===== src/core/error_log_regs.svh =====
// Register offsets, field positions, reset values and timing for the error log unit
`ifndef ERROR_LOG_REGS_SVH
`define ERROR_LOG_REGS_SVH

`define ELOG_ADDR_W          8
`define ELOG_DATA_W          32

`define ELOG_OFF_ERR_CODE    8'h00
`define ELOG_OFF_LOG_PTR     8'h04
`define ELOG_OFF_FATAL_STAT  8'h08
`define ELOG_OFF_NFATAL_STAT 8'h0c
`define ELOG_OFF_CTRL        8'h10
`define ELOG_OFF_IRQ_STAT    8'h14
`define ELOG_OFF_IRQ_EN      8'h18
`define ELOG_OFF_IRQ_CLR     8'h1c
`define ELOG_OFF_LOG_SEL     8'h20
`define ELOG_OFF_LOG_CODE    8'h24
`define ELOG_OFF_LOG_DETAIL  8'h28
`define ELOG_OFF_LOG_TIME    8'h2c

`define ELOG_FATAL_BIT       6
`define ELOG_NFATAL_BIT      15
`define ELOG_CTRL_CLEAR_BIT  0

`define ELOG_IRQ_W           4
`define ELOG_IRQ_LOGGED      0
`define ELOG_IRQ_NFATAL      1
`define ELOG_IRQ_FATAL       2
`define ELOG_IRQ_OVERFLOW    3

`define ELOG_DEPTH           20
`define ELOG_TIME_CONST      16'h0101
`define ELOG_NFATAL_BASE     16'h4100
`define ELOG_FATAL_BASE      16'hc100
`define ELOG_RESET_CODE      16'h0000

`define ELOG_CLK_PERIOD_NS   100
`define ELOG_FLASH_HALF_MS   500

`endif


===== src/core/error_log_pkg.sv =====
// Types shared by the error log unit and its record memory
package error_log_pkg;

    typedef logic [15:0] word_t;

    typedef struct packed {
        word_t code;
        word_t detail;
        word_t stamp;
    } log_rec_t;

    typedef enum logic [2:0] {
        IND_OFF   = 3'b001,
        IND_FLASH = 3'b010,
        IND_ON    = 3'b100
    } ind_state_t;

endpackage : error_log_pkg


===== src/core/error_log_alarm_unit.sv =====
// Error log, user failure alarms, error indicator and interrupt for the controller
//
// Local design decisions: the register addresses and the address-and-strobe port.
`timescale 1ns/10ps
`default_nettype none

`include "error_log_regs.svh"

module error_log_alarm_unit #(
    parameter int DEPTH          = `ELOG_DEPTH,
    parameter int NUM_W          = 8,
    parameter int FLASH_HALF_CYC =
        `ELOG_FLASH_HALF_MS * (1000000 / `ELOG_CLK_PERIOD_NS)
) (
    input  wire logic                    core_clk,
    input  wire logic                    rstn,
    input  wire logic                    ce,
    input  wire logic [`ELOG_ADDR_W-1:0] reg_addr,
    input  wire logic [`ELOG_DATA_W-1:0] reg_wdata,
    input  wire logic                    reg_wr,
    input  wire logic                    reg_rd,
    output logic [`ELOG_DATA_W-1:0]      reg_rdata,
    input  wire logic                    sys_err_valid,
    input  wire logic [15:0]             sys_err_code,
    input  wire logic [15:0]             sys_err_detail,
    input  wire logic                    nonfatal_user_alarm,
    input  wire logic [NUM_W-1:0]        nonfatal_alarm_num,
    input  wire logic                    fatal_user_alarm,
    input  wire logic [NUM_W-1:0]        fatal_alarm_num,
    input  wire logic                    err_clear_req,
    output logic                         program_halt,
    output logic                         err_indicator,
    output logic                         irq
);

    localparam int IDX_W = $clog2(DEPTH + 1);
    localparam int FL_W  = $clog2(FLASH_HALF_CYC + 1);

    typedef struct packed {
        logic [15:0]                err_code;
        logic [IDX_W-1:0]           log_ptr;
        logic                       fatal_flag;
        logic                       nonfatal_flag;
        logic [IDX_W-1:0]           log_sel;
        logic [`ELOG_IRQ_W-1:0]     irq_stat;
        logic [`ELOG_IRQ_W-1:0]     irq_en;
        error_log_pkg::ind_state_t  ind_state;
        logic [FL_W-1:0]            flash_cnt;
        logic                       flash_phase;
        logic [`ELOG_DATA_W-1:0]    rdata;
        logic                       halt;
        logic                       ind;
        logic                       irq;
    } unit_state_t;

    unit_state_t s_reg;
    unit_state_t s_next;

    error_log_pkg::log_rec_t new_rec;
    error_log_pkg::log_rec_t rd_rec;
    logic                    ev_log;

    logic wr_ctrl;
    logic clear_hit;
    logic nf_zero;
    logic nf_event;

    always_comb begin
        wr_ctrl   = reg_wr && (reg_addr == `ELOG_OFF_CTRL);
        clear_hit = err_clear_req
                    || (wr_ctrl && reg_wdata[`ELOG_CTRL_CLEAR_BIT]);
        nf_zero   = nonfatal_user_alarm
                    && (nonfatal_alarm_num == '0);
        nf_event  = nonfatal_user_alarm && !nf_zero;
    end

    // One record per cycle: fatal alarm, then system error, then non-fatal
    always_comb begin
        ev_log         = 1'b0;
        new_rec        = '0;
        new_rec.stamp  = `ELOG_TIME_CONST;
        if (fatal_user_alarm) begin
            ev_log         = 1'b1;
            new_rec.code   = `ELOG_FATAL_BASE | 16'(fatal_alarm_num);
            new_rec.detail = 16'(fatal_alarm_num);
        end else if (sys_err_valid) begin
            ev_log         = 1'b1;
            new_rec.code   = sys_err_code;
            new_rec.detail = sys_err_detail;
        end else if (nf_event) begin
            ev_log         = 1'b1;
            new_rec.code   = `ELOG_NFATAL_BASE | 16'(nonfatal_alarm_num);
            new_rec.detail = 16'(nonfatal_alarm_num);
        end
    end

    always_comb begin
        s_next = s_reg;

        // Clears first, so an alarm in the same cycle wins
        if (clear_hit) begin
            s_next.nonfatal_flag = 1'b0;
            s_next.fatal_flag    = 1'b0;
            s_next.err_code      = `ELOG_RESET_CODE;
        end
        if (nf_zero) begin
            s_next.nonfatal_flag = 1'b0;
        end

        if (ev_log) begin
            s_next.err_code = new_rec.code;
            if (s_reg.log_ptr < IDX_W'(DEPTH)) begin
                s_next.log_ptr = s_reg.log_ptr + 1'b1;
            end
        end
        if (fatal_user_alarm) begin
            s_next.fatal_flag = 1'b1;
        end
        if (nf_event) begin
            s_next.nonfatal_flag = 1'b1;
        end

        // Sticky interrupt causes; a new event beats the clear write
        if (reg_wr && (reg_addr == `ELOG_OFF_IRQ_CLR)) begin
            s_next.irq_stat = s_reg.irq_stat
                              & ~reg_wdata[`ELOG_IRQ_W-1:0];
        end
        if (ev_log) begin
            s_next.irq_stat[`ELOG_IRQ_LOGGED] = 1'b1;
            if (s_reg.log_ptr >= IDX_W'(DEPTH)) begin
                s_next.irq_stat[`ELOG_IRQ_OVERFLOW] = 1'b1;
            end
        end
        if (nf_event) begin
            s_next.irq_stat[`ELOG_IRQ_NFATAL] = 1'b1;
        end
        if (fatal_user_alarm) begin
            s_next.irq_stat[`ELOG_IRQ_FATAL] = 1'b1;
        end
        if (reg_wr && (reg_addr == `ELOG_OFF_IRQ_EN)) begin
            s_next.irq_en = reg_wdata[`ELOG_IRQ_W-1:0];
        end
        if (reg_wr && (reg_addr == `ELOG_OFF_LOG_SEL)) begin
            s_next.log_sel = reg_wdata[IDX_W-1:0];
        end

        // Indicator: steady for fatal, flashing for non-fatal
        case (s_reg.ind_state)
            error_log_pkg::IND_OFF: begin
                s_next.flash_cnt   = '0;
                s_next.flash_phase = 1'b1;
            end
            error_log_pkg::IND_FLASH: begin
                if (s_reg.flash_cnt >= FL_W'(FLASH_HALF_CYC - 1)) begin
                    s_next.flash_cnt   = '0;
                    s_next.flash_phase = !s_reg.flash_phase;
                end else begin
                    s_next.flash_cnt = s_reg.flash_cnt + 1'b1;
                end
            end
            error_log_pkg::IND_ON: begin
                s_next.flash_cnt   = '0;
                s_next.flash_phase = 1'b1;
            end
            default: begin
                s_next.flash_cnt   = '0;
                s_next.flash_phase = 1'b1;
            end
        endcase
        if (s_next.fatal_flag) begin
            s_next.ind_state = error_log_pkg::IND_ON;
        end else if (s_next.nonfatal_flag) begin
            s_next.ind_state = error_log_pkg::IND_FLASH;
        end else begin
            s_next.ind_state = error_log_pkg::IND_OFF;
        end
        s_next.ind = (s_next.ind_state == error_log_pkg::IND_ON)
                     || ((s_next.ind_state == error_log_pkg::IND_FLASH)
                         && s_next.flash_phase);

        s_next.halt = s_next.fatal_flag;
        s_next.irq  = |(s_next.irq_stat & s_next.irq_en);

        // Read data stand only in the cycle after the strobe
        s_next.rdata = '0;
        if (reg_rd) begin
            case (reg_addr)
                `ELOG_OFF_ERR_CODE:
                    s_next.rdata = 32'(s_reg.err_code);
                `ELOG_OFF_LOG_PTR:
                    s_next.rdata = 32'(s_reg.log_ptr);
                `ELOG_OFF_FATAL_STAT:
                    s_next.rdata[`ELOG_FATAL_BIT] = s_reg.fatal_flag;
                `ELOG_OFF_NFATAL_STAT:
                    s_next.rdata[`ELOG_NFATAL_BIT] = s_reg.nonfatal_flag;
                `ELOG_OFF_IRQ_STAT:
                    s_next.rdata = 32'(s_reg.irq_stat);
                `ELOG_OFF_IRQ_EN:
                    s_next.rdata = 32'(s_reg.irq_en);
                `ELOG_OFF_LOG_SEL:
                    s_next.rdata = 32'(s_reg.log_sel);
                `ELOG_OFF_LOG_CODE:
                    s_next.rdata = 32'(rd_rec.code);
                `ELOG_OFF_LOG_DETAIL:
                    s_next.rdata = 32'(rd_rec.detail);
                `ELOG_OFF_LOG_TIME:
                    s_next.rdata = 32'(rd_rec.stamp);
                default:
                    s_next.rdata = '0;
            endcase
        end
    end

    always_ff @(posedge core_clk or negedge rstn) begin
        if (!rstn) begin
            s_reg             <= '0;
            s_reg.ind_state   <= error_log_pkg::IND_OFF;
            s_reg.flash_phase <= 1'b1;
        end else if (ce) begin
            s_reg <= s_next;
        end
    end

    // Record store: slots beyond the pointer are never filled
    error_log_mem #(
        .DEPTH  (DEPTH),
        .IDX_W  (IDX_W)
    ) u_log_mem (
        .core_clk (core_clk),
        .rstn     (rstn),
        .ce       (ce),
        .append   (ev_log),
        .wr_rec   (new_rec),
        .count    (s_reg.log_ptr),
        .rd_idx   (s_reg.log_sel),
        .rd_rec   (rd_rec)
    );

    assign reg_rdata     = s_reg.rdata;
    assign program_halt  = s_reg.halt;
    assign err_indicator = s_reg.ind;
    assign irq           = s_reg.irq;

endmodule : error_log_alarm_unit

`default_nettype wire


===== src/core/error_log_mem.sv =====
// Shifting record memory of the error log with registered read port
`timescale 1ns/10ps
`default_nettype none

module error_log_mem #(
    parameter int DEPTH = 20,
    parameter int IDX_W = 5
) (
    input  wire logic                      core_clk,
    input  wire logic                      rstn,
    input  wire logic                      ce,
    input  wire logic                      append,
    input  wire error_log_pkg::log_rec_t   wr_rec,
    input  wire logic [IDX_W-1:0]          count,
    input  wire logic [IDX_W-1:0]          rd_idx,
    output error_log_pkg::log_rec_t        rd_rec
);

    typedef struct packed {
        error_log_pkg::log_rec_t [DEPTH-1:0] slot;
        error_log_pkg::log_rec_t             rd;
    } mem_state_t;

    mem_state_t s_reg;
    mem_state_t s_next;

    always_comb begin
        s_next = s_reg;
        if (append) begin
            if (count >= IDX_W'(DEPTH)) begin
                // Oldest drops out of slot 0, newest lands on top
                for (int i = 0; i < DEPTH - 1; i++) begin
                    s_next.slot[i] = s_reg.slot[i+1];
                end
                s_next.slot[DEPTH-1] = wr_rec;
            end else begin
                s_next.slot[count] = wr_rec;
            end
        end
        if (rd_idx < IDX_W'(DEPTH)) begin
            s_next.rd = s_reg.slot[rd_idx];
        end else begin
            s_next.rd = '0;
        end
    end

    always_ff @(posedge core_clk or negedge rstn) begin
        if (!rstn) begin
            s_reg <= '0;
        end else if (ce) begin
            s_reg <= s_next;
        end
    end

    assign rd_rec = s_reg.rd;

endmodule : error_log_mem

`default_nettype wire


===== config.mk =====
export PLATFORM = sky130hd
export DESIGN_NAME = error_log_alarm_unit
export DESIGN_NICKNAME = d
export VERILOG_FILES = /design/src/core/error_log_pkg.sv /design/src/core/error_log_alarm_unit.sv /design/src/core/error_log_mem.sv
export VERILOG_INCLUDE_DIRS = /design/src /design/src/core
export SDC_FILE = /design/constraint.sdc
export NUM_CORES = 2
export LEC_CHECK = 0
export BUFFER_PORTS_ARGS = -buffer_cell sky130_fd_sc_hd__buf_4
export CORE_MARGIN = 2
export CORE_UTILIZATION = 30
export CTS_BUF_LIST = sky130_fd_sc_hd__clkbuf_16
export DETAILED_ROUTE_END_ITERATION = 7
export GPL_ROUTABILITY_DRIVEN = 0
export MAX_ROUTING_LAYER = met4
export PLACE_DENSITY = 0.55
export SYNTH_ARGS = -nofsm -noshare
export SYNTH_HDL_FRONTEND = slang
export SYNTH_SLANG_ARGS = --single-unit

===== constraint.sdc =====
create_clock -name core_clk -period 2.9 [get_ports core_clk]
set_input_delay 0.58 -clock core_clk [delete_from_list [all_inputs] [get_ports core_clk]]
set_output_delay 0.58 -clock core_clk [all_outputs]
set_load 0.005 [all_outputs]

======== Word-level counts from Yosys, hierarchy flattened ========
Index checks and enable logic that the tools add are counted.
storage, ports and cells
  flip-flop bits (word level) ............. 1105
  output and inout port bits .............. 35
  word-level logic and storage cells ...... 160
operators by class
  $add $sub $neg .......................... 2
  magnitude comparators ................... 7
  equal/unequal tests ..................... 14
  mux-type cells .......................... 37
  bitwise gates (word level) .............. 3
  reductions and logical operators ........ 21
operator list
  operator               count
  $bwmux 960             1
  $mux 960               1
  $bmux 48 s5            1
  $demux 48 s5           1
  $mux 48                3
  $mux 32                2
  $pmux 6 s8             1
  $eq 8x5->1 const B     4
  $eq 8x6->1 const B     4
  $mux 16                2
  $pmux 8 s4             1
  $mux 31                1
  $mux 24                1
  $add 23x1->23 const B  1
  $ge 23x23->1 const B   1
  $mux 23                1
  $mux 21                1
  $eq 8x4->1 const B     2
  $logic_not 8->1        2
  $lt 5x6->1 const B     2
  $mux 1                 12
  $lt 5x5->1 const B     2
  $pmux 1 s5             2
  $logic_and 1x1->1      9
  other kinds (18)       26

======== Logic depth before layout (Yosys ltp) ========
  word-level depth ........................ 12
  gate-level depth with buffers ........... 10
  depth with buffers taken out ............ 7

======== Cells and area by module ========
A second synthesis with hierarchy kept.
unflattened totals
  cell total of the unflattened synthesis .. 5328
  area total of the unflattened synthesis .. 56958.4 um^2
by module, submodules not included
  module                times used  cells an instance  area each (um^2)  sequential area each (um^2)
  error_log_mem         1           4757               51709.6           25224.2
  error_log_alarm_unit  1           571                5248.8            2004.4

======== Worst setup path before layout ========
Ideal clock, no wire load.
  path kind ............................... input to register
  from .................................... input nonfatal_alarm_num[7]
  to ...................................... register u_log_mem.s_reg[664] in the netlist's numbering
  arrival ................................. 2336 ps
  data required time ...................... 2766 ps
  path slack .............................. 430 ps
  cell stages on the path ................. 10
  cell sequence ........................... or4_1 -> o21a_1 -> o21ai_2 -> buf_6 -> buf_6 -> nor2_2 -> buf_6 -> buf_6 -> a22oi_1 -> o21ai_0
on the way
  cells in the longest elaborated chain, start to end .. 9
  elaborated cells between the ends (all ways) .. 13
RTL lines
  item                    line                        RTL
  start: declaration      error_log_alarm_unit.sv:27  input wire logic [NUM_W-1:0] nonfatal_alarm_num,
  $logic_not 8->1 (*)     error_log_alarm_unit.sv:73  && (nonfatal_alarm_num == '0);
  $logic_and 1x1->1 (*)   error_log_alarm_unit.sv:73
  $logic_not 1->1 (*)     error_log_alarm_unit.sv:74  nf_event = nonfatal_user_alarm && !nf_zero;
  $logic_and 1x1->1 (*)   error_log_alarm_unit.sv:74
  $mux 31                 error_log_alarm_unit.sv:90  end else if (nf_event) begin
  $mux 32                 error_log_alarm_unit.sv:86  end else if (sys_err_valid) begin
  $mux 32                 error_log_alarm_unit.sv:82  if (fatal_user_alarm) begin
  $bwmux 960              error_log_mem.sv:37         s_next.slot[count] = wr_rec;
  $mux 960                error_log_mem.sv:30         if (count >= IDX_W'(DEPTH)) begin
  end signal: assignment  error_log_mem.sv:51         s_reg <= s_next;
  end: declaration        error_log_mem.sv:24         mem_state_t s_reg;
Mark *: on every way between the ends. The rest lies on a longest branch, timed or not.
A chain may end at the register's enable or synchronous reset.

======== Worst setup path after layout ========
  from .................................... register s_reg[70] in the netlist's numbering
  to ...................................... register u_log_mem.s_reg (netlist bit u_log_mem.rd_rec[31])
on the way
  cells in the longest elaborated chain, start to end .. 3
  elaborated cells between the ends (all ways) .. 4
RTL lines
  item                           line                         RTL
  start: declaration             error_log_alarm_unit.sv:56   unit_state_t s_reg;
  start signal: assignment       error_log_alarm_unit.sv:220  s_reg <= s_next;
  $bmux 48 s5                    error_log_mem.sv:41          s_next.rd = s_reg.slot[rd_idx];
  $mux 48 (implied by the code)  error_log_mem.sv:41
  $mux 48 (*)                    error_log_mem.sv:40          if (rd_idx < IDX_W'(DEPTH)) begin
Mark *: on every way between the ends. The rest lies on a longest branch, timed or not. The select of a mux whose other input is x is not followed.

==> impl_metrics.toml <==
[clocking]
path_clk_slew_ps = 60
htree_levels = 3
clkLatencyLatePin_ps = 660
cts_num_sinks = 774
cts_root_buffer = "clkbuf_16"
clockBufferDepth = 3
cts_tree = "built"
cts_buffers = 85
cts_resized = 0

[setup_path]
path_max_fanout = 14
required_ps = 3430
startpoint_type = "flop"
critPathKind = "reg -> reg"
reg2reg_setup_slack_ps = 320
cp.arrival_ps = 3120
setup.worst_path.end_class = "flop"

[floorplan]
die_height_um = 366
die_area_mm2 = 0.134
fp.dieW_um = 366
rows = 132
core_mm2 = 0.130
start_util = 0.303
io_pins = 132

[drt]
routed_wl_um = 137000
initialDrtViolationCount = 3722
drc_errors = 0
dr.pass1.iters = 6
ant_nets = 0
route.detailed.vias_per_inst = 5.65
wire_per_inst_um = 24.0
vias = 32300

[sta]
clock_skew_ps = 29.4
fin_setup_tns_ps = 0
setup_viol = 0
min_period_over_period = 0.890
drv_slew = 0
hold_viol = 0
tightest_slew_ps = 1050
grt_setup_unrepaired = "false"
max_freq_mhz = 387
maxSlewHeadroom = 0.298
min_period_ps = 2580

[global_routing]
grt_max_degree = 99
grt_pass1_wl_um = 206000
antenna_found_initial = 4
grt-ovfl-total = 0
first_global_vias = 31000
track_usage = 0.210

[logic_synthesis]
synth_edf_count = 0
ys.flop_type = "dfrtp_1"
ys_types = 62
avgSynthCellArea_um2 = 10.1
yosysWarnings = 0
ys_ff_latch = 774
synth_seq_area_share = 0.494
syn_area_mm2 = 0.0392
syn_inst = 3896
synthArstFlopShare = 1.00

[final_layout]
layout_common_cells = "dfrtp_1, nand2_1, o21ai_0"
fillCellCount = 12900
largest_reg_flops = 660
drive_gt1_frac = 0.187
utilization = 0.358
nets = 4005
syn_to_final_growth_pct = 18.2
final_common_cell = "dfrtp_1"

[power]
irDropWorstVdd_mv = 0.612
leakagePower_uw = 0.0186
powerDensity_mw_per_mm2 = 956

[worst_hold_path]
worstHoldPathType = "in -> reg"

[status]
status = "complete, no violations"

[placement]
dp_hpwl_um = 87700
port_buffers = 88

[job]
cap_violations = 0
-- report_power, final --
group          internal (µW)  leakage, µW  switching (µW)
clock network           5710      0.00135            4660
registers              14900       0.0101            3390
logic                   6410      0.00713            9230
-- worst max-delay path: stages (launching register included) --
cell     delay [ps]
dfrtp_4         560
buf_12          220
buf_4           230
mux4_2          540
mux4_2          540
a221o_1         350
-- cells in the mapped netlist (19+ instances only) --
| cell type | n | share of area |
|---|---|---|
| nand3_1 | 23 | 0.0029 |
| buf_2 | 71 | 0.0091 |
| mux2_2 | 25 | 0.0072 |
| inv_1 | 23 | 0.0022 |
| buf_1 | 27 | 0.0026 |
| o21ai_0 | 675 | 0.086 |
| dfrtp_1 | 772 | 0.49 |
| a22o_1 | 24 | 0.0054 |
| a22oi_1 | 444 | 0.085 |
| a221o_1 | 37 | 0.0094 |
| mux4_2 | 198 | 0.11 |
| clkbuf_1 | 296 | 0.028 |
| and2_1 | 50 | 0.0080 |
| a21oi_1 | 212 | 0.027 |
| o22ai_1 | 19 | 0.0030 |
| nand2_1 | 697 | 0.067 |
| nor2_1 | 78 | 0.0075 |
| a31oi_1 | 19 | 0.0030 |
| buf_4 | 32 | 0.0061 |
-- metal layers --
| layer | GRT usage | vias to the layer above | share of wire |
|---|---|---|---|
| met5 | - | - | 0 |
| met1 | 0.283 | 16400 | 0.43 |
| met3 | 0.0469 | 254 | 0.080 |
| li1 | - | 14300 | - |
| met4 | 0.0717 | 0 | 0.033 |
| met2 | 0.313 | 1366 | 0.46 |
-- area by class of cell --
type                    count  area [µm²]  share of cell area
multi-input cells        2682       18400               0.396
inverters                  24        90.1             0.00194
diodes                      4        10.0            0.000216
flip-flops and latches    774       19400               0.418
repair buffers            336        3760              0.0811
clock inverters            68         358             0.00772
well taps                1742        2180              0.0470
clock buffers              89        2230              0.0480
-- kinds of logic after synthesis --
| logic type | count (synthesis) | synth area share |
|---|---|---|
| compound gates | 1491 | 0.231 |
| fa+ha+maj | 5 | 0.00159 |
| xor+xnor | 6 | 0.00134 |
| simple gates | 933 | 0.0994 |
| flops | 774 | 0.494 |
| mux | 231 | 0.123 |
| other cells | 1 | 0.0000956 |
| buf+inv | 455 | 0.0498 |
-- per-stage QoR --
stage          instances  hold slack (ps)  power (µW)  setup WS, ps  area, µm²
2_1_floorplan       3911              284       27000           430      39300
5_1_grt             5718              161       46900           256      46400
3_5_place_dp        5557              469       33800           110      43800
6_report            5719              181       44300           319      46400
3_3_place_gp        5557              458       33500           138      43800
4_1_cts             5715              155       44300           307      46400
-- worst paths after layout --
check | to | from | depth (start not counted)
setup / recovery | u_log_mem.rd_rec[31] | s_reg[70] | 5
hold / removal | s_reg[74] | reg_wdata[4] | 2
setup reg to reg | u_log_mem.rd_rec[31] | s_reg[70] | 5
hold reg to reg | u_log_mem.s_reg[91] | u_log_mem.s_reg[91] | 2
max in group asynchronous | u_log_mem.s_reg[562] | rstn | 4
min in group asynchronous | u_log_mem.s_reg[229] | rstn | 2
-- repair_timing --
action	CTS	global route
endpoints found under the hold margin	26	0
hold buffers	1	0
buffers inserted	0	0
Power figures use the tool's default switching activity.
